==> config.mk <==
export PLATFORM = sky130hd
export DESIGN_NAME = irq_mask_second
export DESIGN_NICKNAME = d
export VERILOG_FILES = /design/src/include/irq_mask2_pkg.sv /design/src/verilog/irq_mask_second.sv /design/src/verilog/temp_change_detect.sv
export VERILOG_INCLUDE_DIRS = /design/src /design/src/include
export SDC_FILE = /design/constraint.sdc
export NUM_CORES = 1
export LEC_CHECK = 0
export BUFFER_PORTS_ARGS = -buffer_cell sky130_fd_sc_hd__buf_2
export CAP_MARGIN = 0
export CORE_ASPECT_RATIO = 0.6
export CORE_MARGIN = 2
export CORE_UTILIZATION = 45
export DETAILED_ROUTE_END_ITERATION = 10
export PLACE_DENSITY = 0.83
export SYNTH_ARGS = -nofsm -noshare
export SYNTH_HDL_FRONTEND = slang
export SYNTH_SLANG_ARGS = --single-unit
==> constraint.sdc <==
create_clock -name CORE_CLK -period 1.4 [get_ports CORE_CLK]
set_input_delay 0.28 -clock CORE_CLK [delete_from_list [all_inputs] [get_ports CORE_CLK]]
set_output_delay 0.28 -clock CORE_CLK [all_outputs]
set_load 0.02 [all_outputs]
==> src/include/irq_mask2_defines.svh <==
// Register address, field positions and reset values of the second mask.
`ifndef IRQ_MASK2_DEFINES_SVH
`define IRQ_MASK2_DEFINES_SVH
`define MASK2_ADDR 8'h2e
`define MASK2_RESET 8'h0b
`define MASK2_BIT_ILOAD 3
`define MASK2_BIT_UNDERVOLT 2
`define MASK2_BIT_TWARN 1
`define MASK2_BIT_TEMP 0
`define MASK2_SPARE_LO 4
`define MASK2_SPARE_HI 7
`define MASK2_EVENTS 4
`define MASK2_ALL_MASKED 4'hf
`define MASK2_READ_IDLE 8'h00
`endif

==> src/include/irq_mask2_pkg.sv <==
// Types shared by the second interrupt mask block.
package irq_mask2_pkg;
  typedef struct packed {
    logic current_meas_done;
    logic undervoltage_lockout_flag;
    logic thermal_warn;
    logic [1:0] temp_level;
  } status_flags_t;
  typedef struct packed {
    logic wr_en;
    logic rd_en;
    logic [7:0] addr;
    logic [7:0] wdata;
  } reg_access_t;
endpackage

==> src/verilog/irq_mask_second.sv <==
// Second interrupt mask register and its gating of four status events.
// Functional notes
// Bit 3 masks load-current-ready; resets to 1.
// Bit 2 masks undervoltage lock-out; resets to 0.
// Bit 1 masks thermal warning; resets to 1.
// Bit 0 masks temperature level changes; resets 1.
// Upper four bits read/write, reset zero, inert.
`timescale 1ns/1ps
`default_nettype none
`include "irq_mask2_defines.svh"
module irq_mask_second (
  // Clock, reset and enable.
  input wire logic CORE_CLK,
  input wire logic RSTN,
  input wire logic CE,
  // Register access from the serial control interface.
  input wire irq_mask2_pkg::reg_access_t REG_ACC,
  output logic [7:0] REG_RDATA,
  // Status flags from the converter.
  input wire irq_mask2_pkg::status_flags_t FLAGS,
  // Unmasked requests and register view.
  output logic IRQ_REQ,
  output logic [7:0] MASK_VALUE
);
  import irq_mask2_pkg::*;

  logic [7:0] mask_r;
  logic temp_changed;
  logic irq_nxt;
  logic hit;
  logic [`MASK2_EVENTS-1:0] src_evt;
  wire logic [`MASK2_EVENTS-1:0] src_pass;

  // Only the one address of this register is decoded.
  assign hit = REG_ACC.addr == `MASK2_ADDR;

  temp_change_detect #(.WIDTH(2)) u_temp (
    .clk(CORE_CLK),
    .rst_n(RSTN),
    .ce(CE),
    .level(FLAGS.temp_level),
    .changed(temp_changed)
  );

  // Reset value puts bits 3, 1 and 0 high and bit 2 and the spares low.
  always_ff @(posedge CORE_CLK or negedge RSTN) begin
    if (!RSTN) begin
      mask_r <= `MASK2_RESET;
    end else if (CE && REG_ACC.wr_en && hit) begin
      mask_r <= REG_ACC.wdata;
    end
  end

  always_ff @(posedge CORE_CLK or negedge RSTN) begin
    if (!RSTN) begin
      REG_RDATA <= `MASK2_READ_IDLE;
    end else if (CE && REG_ACC.rd_en) begin
      REG_RDATA <= hit ? mask_r : `MASK2_READ_IDLE;
    end
  end

  // Each source sits at the index of the mask bit that gates it, so one
  // loop covers all four; the spare bits lie above the loop and stay inert.
  always_comb begin
    src_evt = '0;
    src_evt[`MASK2_BIT_ILOAD] = FLAGS.current_meas_done;
    src_evt[`MASK2_BIT_UNDERVOLT] = FLAGS.undervoltage_lockout_flag;
    src_evt[`MASK2_BIT_TWARN] = FLAGS.thermal_warn;
    src_evt[`MASK2_BIT_TEMP] = temp_changed;
  end

  for (genvar i = 0; i < `MASK2_EVENTS; i++) begin : g_gate
    // A set mask bit blocks its source; a clear one lets it through.
    assign src_pass[i] = src_evt[i] && !mask_r[i];
  end

  assign irq_nxt = |src_pass;

  // The request is a level that follows the sources on every enabled
  // edge; any latching of it is left to the logic outside this block.
  always_ff @(posedge CORE_CLK or negedge RSTN) begin
    if (!RSTN) begin
      IRQ_REQ <= 1'b0;
    end else if (CE) begin
      IRQ_REQ <= irq_nxt;
    end
  end

  // The register view trails the mask by one cycle.
  always_ff @(posedge CORE_CLK or negedge RSTN) begin
    if (!RSTN) begin
      MASK_VALUE <= `MASK2_RESET;
    end else if (CE) begin
      MASK_VALUE <= mask_r;
    end
  end

  // An unmasked source must raise the request on the next edge.
  a_meas_gate: assert property (
    @(posedge CORE_CLK) disable iff (!RSTN)
    CE && FLAGS.current_meas_done && !mask_r[`MASK2_BIT_ILOAD]
    |=> IRQ_REQ)
    else $error("load-current flag unmasked but no request");
  a_undervolt_gate: assert property (
    @(posedge CORE_CLK) disable iff (!RSTN)
    CE && FLAGS.undervoltage_lockout_flag && !mask_r[`MASK2_BIT_UNDERVOLT]
    |=> IRQ_REQ)
    else $error("undervoltage flag unmasked but no request");
  a_twarn_gate: assert property (
    @(posedge CORE_CLK) disable iff (!RSTN)
    CE && FLAGS.thermal_warn && !mask_r[`MASK2_BIT_TWARN]
    |=> IRQ_REQ)
    else $error("thermal flag unmasked but no request");
  a_temp_gate: assert property (
    @(posedge CORE_CLK) disable iff (!RSTN)
    CE && temp_changed && !mask_r[`MASK2_BIT_TEMP]
    |=> IRQ_REQ)
    else $error("temperature change unmasked but no request");

  // No request may appear unless some source is present and unmasked.
  a_no_spurious: assert property (
    @(posedge CORE_CLK) disable iff (!RSTN)
    CE && !(FLAGS.current_meas_done && !mask_r[`MASK2_BIT_ILOAD])
    && !(FLAGS.undervoltage_lockout_flag && !mask_r[`MASK2_BIT_UNDERVOLT])
    && !(FLAGS.thermal_warn && !mask_r[`MASK2_BIT_TWARN])
    && !(temp_changed && !mask_r[`MASK2_BIT_TEMP])
    |=> !IRQ_REQ)
    else $error("request raised with no unmasked source");
  a_all_masked: assert property (
    @(posedge CORE_CLK) disable iff (!RSTN)
    CE && mask_r[`MASK2_EVENTS-1:0] == `MASK2_ALL_MASKED
    |=> !IRQ_REQ)
    else $error("request raised with all mask bits set");

  // Register access.
  a_write_stores: assert property (
    @(posedge CORE_CLK) disable iff (!RSTN)
    CE && REG_ACC.wr_en && hit |=> mask_r == $past(REG_ACC.wdata))
    else $error("mask write not stored");
  a_write_other: assert property (
    @(posedge CORE_CLK) disable iff (!RSTN)
    CE && REG_ACC.wr_en && !hit |=> mask_r == $past(mask_r))
    else $error("write to another address changed the mask");
  a_read_back: assert property (
    @(posedge CORE_CLK) disable iff (!RSTN)
    CE && REG_ACC.rd_en && hit && !REG_ACC.wr_en
    |=> REG_RDATA == $past(mask_r))
    else $error("mask read returned wrong value");
  a_read_other: assert property (
    @(posedge CORE_CLK) disable iff (!RSTN)
    CE && REG_ACC.rd_en && !hit |=> REG_RDATA == `MASK2_READ_IDLE)
    else $error("read of another address returned data");
  a_read_holds: assert property (
    @(posedge CORE_CLK) disable iff (!RSTN)
    !(CE && REG_ACC.rd_en) |=> $stable(REG_RDATA))
    else $error("read data changed without a read");
  a_view_follows: assert property (
    @(posedge CORE_CLK) disable iff (!RSTN)
    CE |=> MASK_VALUE == $past(mask_r))
    else $error("mask view does not trail the mask");

  // A low clock enable freezes every piece of state.
  a_enable_freeze: assert property (
    @(posedge CORE_CLK) disable iff (!RSTN)
    !CE |=> $stable(mask_r) && $stable(IRQ_REQ) && $stable(MASK_VALUE))
    else $error("state moved while the clock enable was low");

  // Reset values, seen on the first edge after release.
  a_reset_value: assert property (
    @(posedge CORE_CLK)
    $rose(RSTN) |-> mask_r == `MASK2_RESET)
    else $error("mask reset value wrong");
  a_reset_undervolt: assert property (
    @(posedge CORE_CLK)
    $rose(RSTN) |-> !mask_r[`MASK2_BIT_UNDERVOLT])
    else $error("undervoltage mask bit not clear after reset");
  a_reset_twarn: assert property (
    @(posedge CORE_CLK)
    $rose(RSTN) |-> mask_r[`MASK2_BIT_TWARN])
    else $error("thermal mask bit not set after reset");
  a_reset_temp: assert property (
    @(posedge CORE_CLK)
    $rose(RSTN) |-> mask_r[`MASK2_BIT_TEMP])
    else $error("temperature mask bit not set after reset");
  a_reset_spare: assert property (
    @(posedge CORE_CLK)
    $rose(RSTN) |-> mask_r[`MASK2_SPARE_HI:`MASK2_SPARE_LO] == '0)
    else $error("spare mask bits not clear after reset");
  a_reset_outputs: assert property (
    @(posedge CORE_CLK)
    $rose(RSTN) |-> !IRQ_REQ && REG_RDATA == `MASK2_READ_IDLE
    && MASK_VALUE == `MASK2_RESET)
    else $error("outputs not at reset values after release");

  // The level history flags a change only when the level really moved.
  a_temp_quiet: assert property (
    @(posedge CORE_CLK) disable iff (!RSTN)
    CE ##1 (FLAGS.temp_level == $past(FLAGS.temp_level))
    |-> !temp_changed)
    else $error("temperature change flagged for a steady level");
  a_temp_seen: assert property (
    @(posedge CORE_CLK) disable iff (!RSTN)
    CE ##1 (FLAGS.temp_level != $past(FLAGS.temp_level))
    |-> temp_changed)
    else $error("temperature level moved but no change flagged");

  // Main scenarios.
  c_undervolt_irq: cover property (@(posedge CORE_CLK) disable iff (!RSTN)
    FLAGS.undervoltage_lockout_flag ##1 IRQ_REQ);
  c_meas_irq: cover property (@(posedge CORE_CLK) disable iff (!RSTN)
    FLAGS.current_meas_done && !mask_r[`MASK2_BIT_ILOAD] ##1 IRQ_REQ);
  c_temp_irq: cover property (@(posedge CORE_CLK) disable iff (!RSTN)
    temp_changed && !mask_r[`MASK2_BIT_TEMP] ##1 IRQ_REQ);
  c_write: cover property (@(posedge CORE_CLK) disable iff (!RSTN)
    CE && REG_ACC.wr_en && hit);
  c_enable_hold: cover property (@(posedge CORE_CLK) disable iff (!RSTN)
    !CE && REG_ACC.wr_en && hit);
endmodule
`default_nettype wire

==> src/verilog/temp_change_detect.sv <==
// Detects a change of the two-bit die temperature level field.
`timescale 1ns/1ps
`default_nettype none
`include "irq_mask2_defines.svh"
module temp_change_detect #(
  parameter int WIDTH = 2
) (
  input wire logic clk,
  input wire logic rst_n,
  input wire logic ce,
  input wire logic [WIDTH-1:0] level,
  output logic changed
);
  logic [WIDTH-1:0] prev_r;
  logic primed_r;

  // The first sample after reset only primes the history.
  always_ff @(posedge clk or negedge rst_n) begin
    if (!rst_n) begin
      prev_r <= '0;
      primed_r <= 1'b0;
    end else if (ce) begin
      prev_r <= level;
      primed_r <= 1'b1;
    end
  end

  assign changed = primed_r && (prev_r != level);
endmodule
`default_nettype wire

==> impl_metrics.csv <==
group,metric,value,unit
placement,io_buffers,42,
cts,clk_pin_slew,0.09,ns
die,die_w,69.3,um
finish,multi_input_area,417,um2
routing,ant_nets,0,
placement,gp_congestion,0.749,
die,core,2470,um2
placement,hpwl,1830,um
finish,finish.instance_area,1460,um2
logic_synthesis,netlist_instances,90,
sta,finalHoldViolCount,0,
cts,cts_buffers,3,
logic_synthesis,yosysTopAreaCell,"dfrtp_1",
sta,setup_viol_count_final,0,
cts,cts_tree,"built",
finish,n_antenna_cell,0,
outcome,status,"completed",
finish,fillers,218,
logic_synthesis,syn_nets,116,
sta,max_freq,777,MHz
placement,dpl_cell_area,1400,um2
logic_synthesis,synth_area,1150,um2
sta,slew_headroom,0.596,
power,p_int,0.00114,W
setup_path,cp-start-kind,"flop",
global_route,grt_pass1_vias,860,
global_route,grt_pass1_wl,3950,um
setup_path,cp-end-kind,"flop",
logic_synthesis,synth_cell_types,20,
logic_synthesis,synthTopCellsByArea,"dfrtp_1, mux2_2, dfstp_2",
cts,root_buffer,"clkbuf_8",
setup_path,cp_cell_sequence,"inv_1, a222oi_1, a31oi_1",
worst_hold_path,hold_path_class,"in2async",
logic_synthesis,yosys_warnings,0,
setup_path,worst_path_largest_cell_delay,0.56,ns
routing,dr.pass1.iters,4,
logic_synthesis,synthArstFlopShare,1.00,
power,power.density,1010,nW/um2
cts,htree_levels,1,
setup_path,r2r_end,"IRQ_REQ",
power,leakagePower,0.732,nW
finish,ff_latch_area,708,um2
sta,fin_crit_sh,0.919,
sta,period_minus_slack,1.29,ns
global_route,grt_usage,0.175,
cts,clockBufferDepth,2,
logic_synthesis,yosys.area.top_type_share,0.478,
setup_path,worstPathArrival,1.43,ns
cts,post_cts_resize_count,0,
cts,clkLatencyLatePin,0.27,ns
setup_path,r2r-start,"mask_r[1]",
sta,finClkSkew,0.00312,ns
routing,detail_route.wl_per_cell,14.2,um
sta,timing.setup.tns,0,ns
die,ios,43,
setup_path,rrSetupSlack,0.11,ns
cts,hold_buffers,0,
logic_synthesis,ys_seq_area_frac,0.615,
cts,cts_setup_buffers,0,
logic_synthesis,synth_flop_cell,"dfrtp_1",
cts,clkSinkCount,28,
global_route,grt_overflow,0,
run,maxCapViolCount,0,
setup_path,required,1.54,ns
power,clkPwrFrac,0.334,
setup_path,crit_type,"reg2reg",
finish,nNetsFinal,161,
routing,vias_per_cell,4.93,
die,dieArea,2990,um2
sta,tightest_slew,0.606,ns
power,swShare,0.219,
logic_synthesis,ys_ff_latch,28,
setup_path,cpLargestDelayFamily,"flip-flops",
global_route,antenna_found_initial,0,
logic_synthesis,synth-edff-count,0,
routing,dr_total_vias,818,
setup_path,crit_slowest_cell,"dfstp_2",
logic_synthesis,ys_top_cells_by_count,"dfrtp_1, mux2_2, nand2_1, dfstp_2, o21ai_0",
finish,syn_to_final_growth,26.5,%
power,combinationalPowerShare,0.089,
die,die_h,43.2,um
die,num_rows,14,
die,floorplan.initialDensity,0.466,
setup_path,crit_buf_inv,1,
finish,drive_gt1_frac,0.552,
sta,rsz0062_at_grt,"false",
setup_path,r2r_cells,3,
routing,drt_iter0_markers,51,
routing,route.detailed.drc,0,
setup_path,cp_max_fo,3,
power,switching_power,0.000321,W
power,peakVddDrop,0.509,mV
global_route,grt_max_degree,29,
power,power_frac_seq,0.577,
logic_synthesis,syn_avg_cell_area,12.8,um2
logic_synthesis,yosysMostFrequentCell,"dfrtp_1",
sta,slew_violations,0,
routing,finalWirelength,2350,um
## flip-flops by register name, summed over array words and instances (netlist names)
register         cells
MASK_VALUE           8
u_temp.prev_r        2
mask_r               8
IRQ_REQ              1
u_temp.primed_r      1
REG_RDATA            8
## per-layer routing
metal  up-vias  GRT usage  wire (um)
li1        396          -          -
met1       393      0.230       1110
met2        27      0.277       1090
met3         2     0.0641        131
met4         0     0.0510         12
met5         -          0          0
## cell families (layout without fill, tap and decap cells)
| logic type | after synthesis | count (layout) | synth area share |
|---|---|---|---|
| simple gates | 24 | 24 | 0.111 |
| compound gates | 11 | 11 | 0.0598 |
| xor+xnor | 2 | 2 | 0.0152 |
| flops | 28 | 28 | 0.615 |
| mux | 18 | 18 | 0.176 |
| buf+inv | 7 | 51 | 0.0228 |
## cell type report
cell class / instances / area share
Sequential cell: 28 / 0.486
Timing Repair Buffer: 44 / 0.155
Inverter: 3 / 0.00773
Multi-Input combinational cell: 55 / 0.286
Clock buffer: 4 / 0.0378
Tap cell: 32 / 0.0275
## placed cells by master, fill, tap and decap left out
cell	n
buf_2	42
dfrtp_1	22
mux2_2	18
nand2_1	15
dfstp_2	6
o21ai_0	6
clkbuf_8	4
inv_1	3
o31ai_1	3
xor2_1	2
buf_4	2
nand4b_1	1
or2_1	1
nand2b_1	1
or3_1	1
and2_1	1
nor4_4	1
nor2b_1	1
a222oi_1	1
nor2_1	1
a31oi_1	1
or2_2	1
## worst max-delay path by stage
stage	startpoint	end	slack, ns	depth (start not counted)
after detailed placement	REG_ACC[15]	mask_r[5]	-0.17	5
after floorplan	REG_ACC[15]	mask_r[2]	-0.09	3
after CTS	REG_ACC[15]	mask_r[5]	0.13	5
final	mask_r[1]	IRQ_REQ	0.11	3
after global placement	REG_ACC[15]	mask_r[6]	-0.13	5
after global routing	REG_ACC[15]	mask_r[5]	0.07	5
## per-stage QoR
step	hold WS (ns)	setup slack (ns)	power, W	cells	util
2_1_floorplan	-0.0156	-0.0886	0.000921	90	-
3_5_place_dp	0.328	-0.172	0.000994	162	0.567
3_3_place_gp	0.308	-0.134	0.000987	162	0.567
5_1_grt	0.0457	0.0719	0.00153	166	0.590
6_report	0.00988	0.114	0.00147	166	0.590
4_1_cts	0.0226	0.127	0.00149	166	0.590
## power groups by stage
| stage | logic, W | clock network (W) | registers [W] |
|---|---|---|---|
| 5_1_grt | 0.000145 | 0.000540 | 0.000849 |
| 2_1_floorplan | 0.0000526 | 0 | 0.000868 |
| 4_1_cts | 0.000133 | 0.000511 | 0.000846 |
| 6_report | 0.000130 | 0.000490 | 0.000846 |
| 3_5_place_dp | 0.000132 | 0 | 0.000861 |
| 3_3_place_gp | 0.000128 | 0 | 0.000859 |
Note: power is estimated with default switching activity, not from simulation.
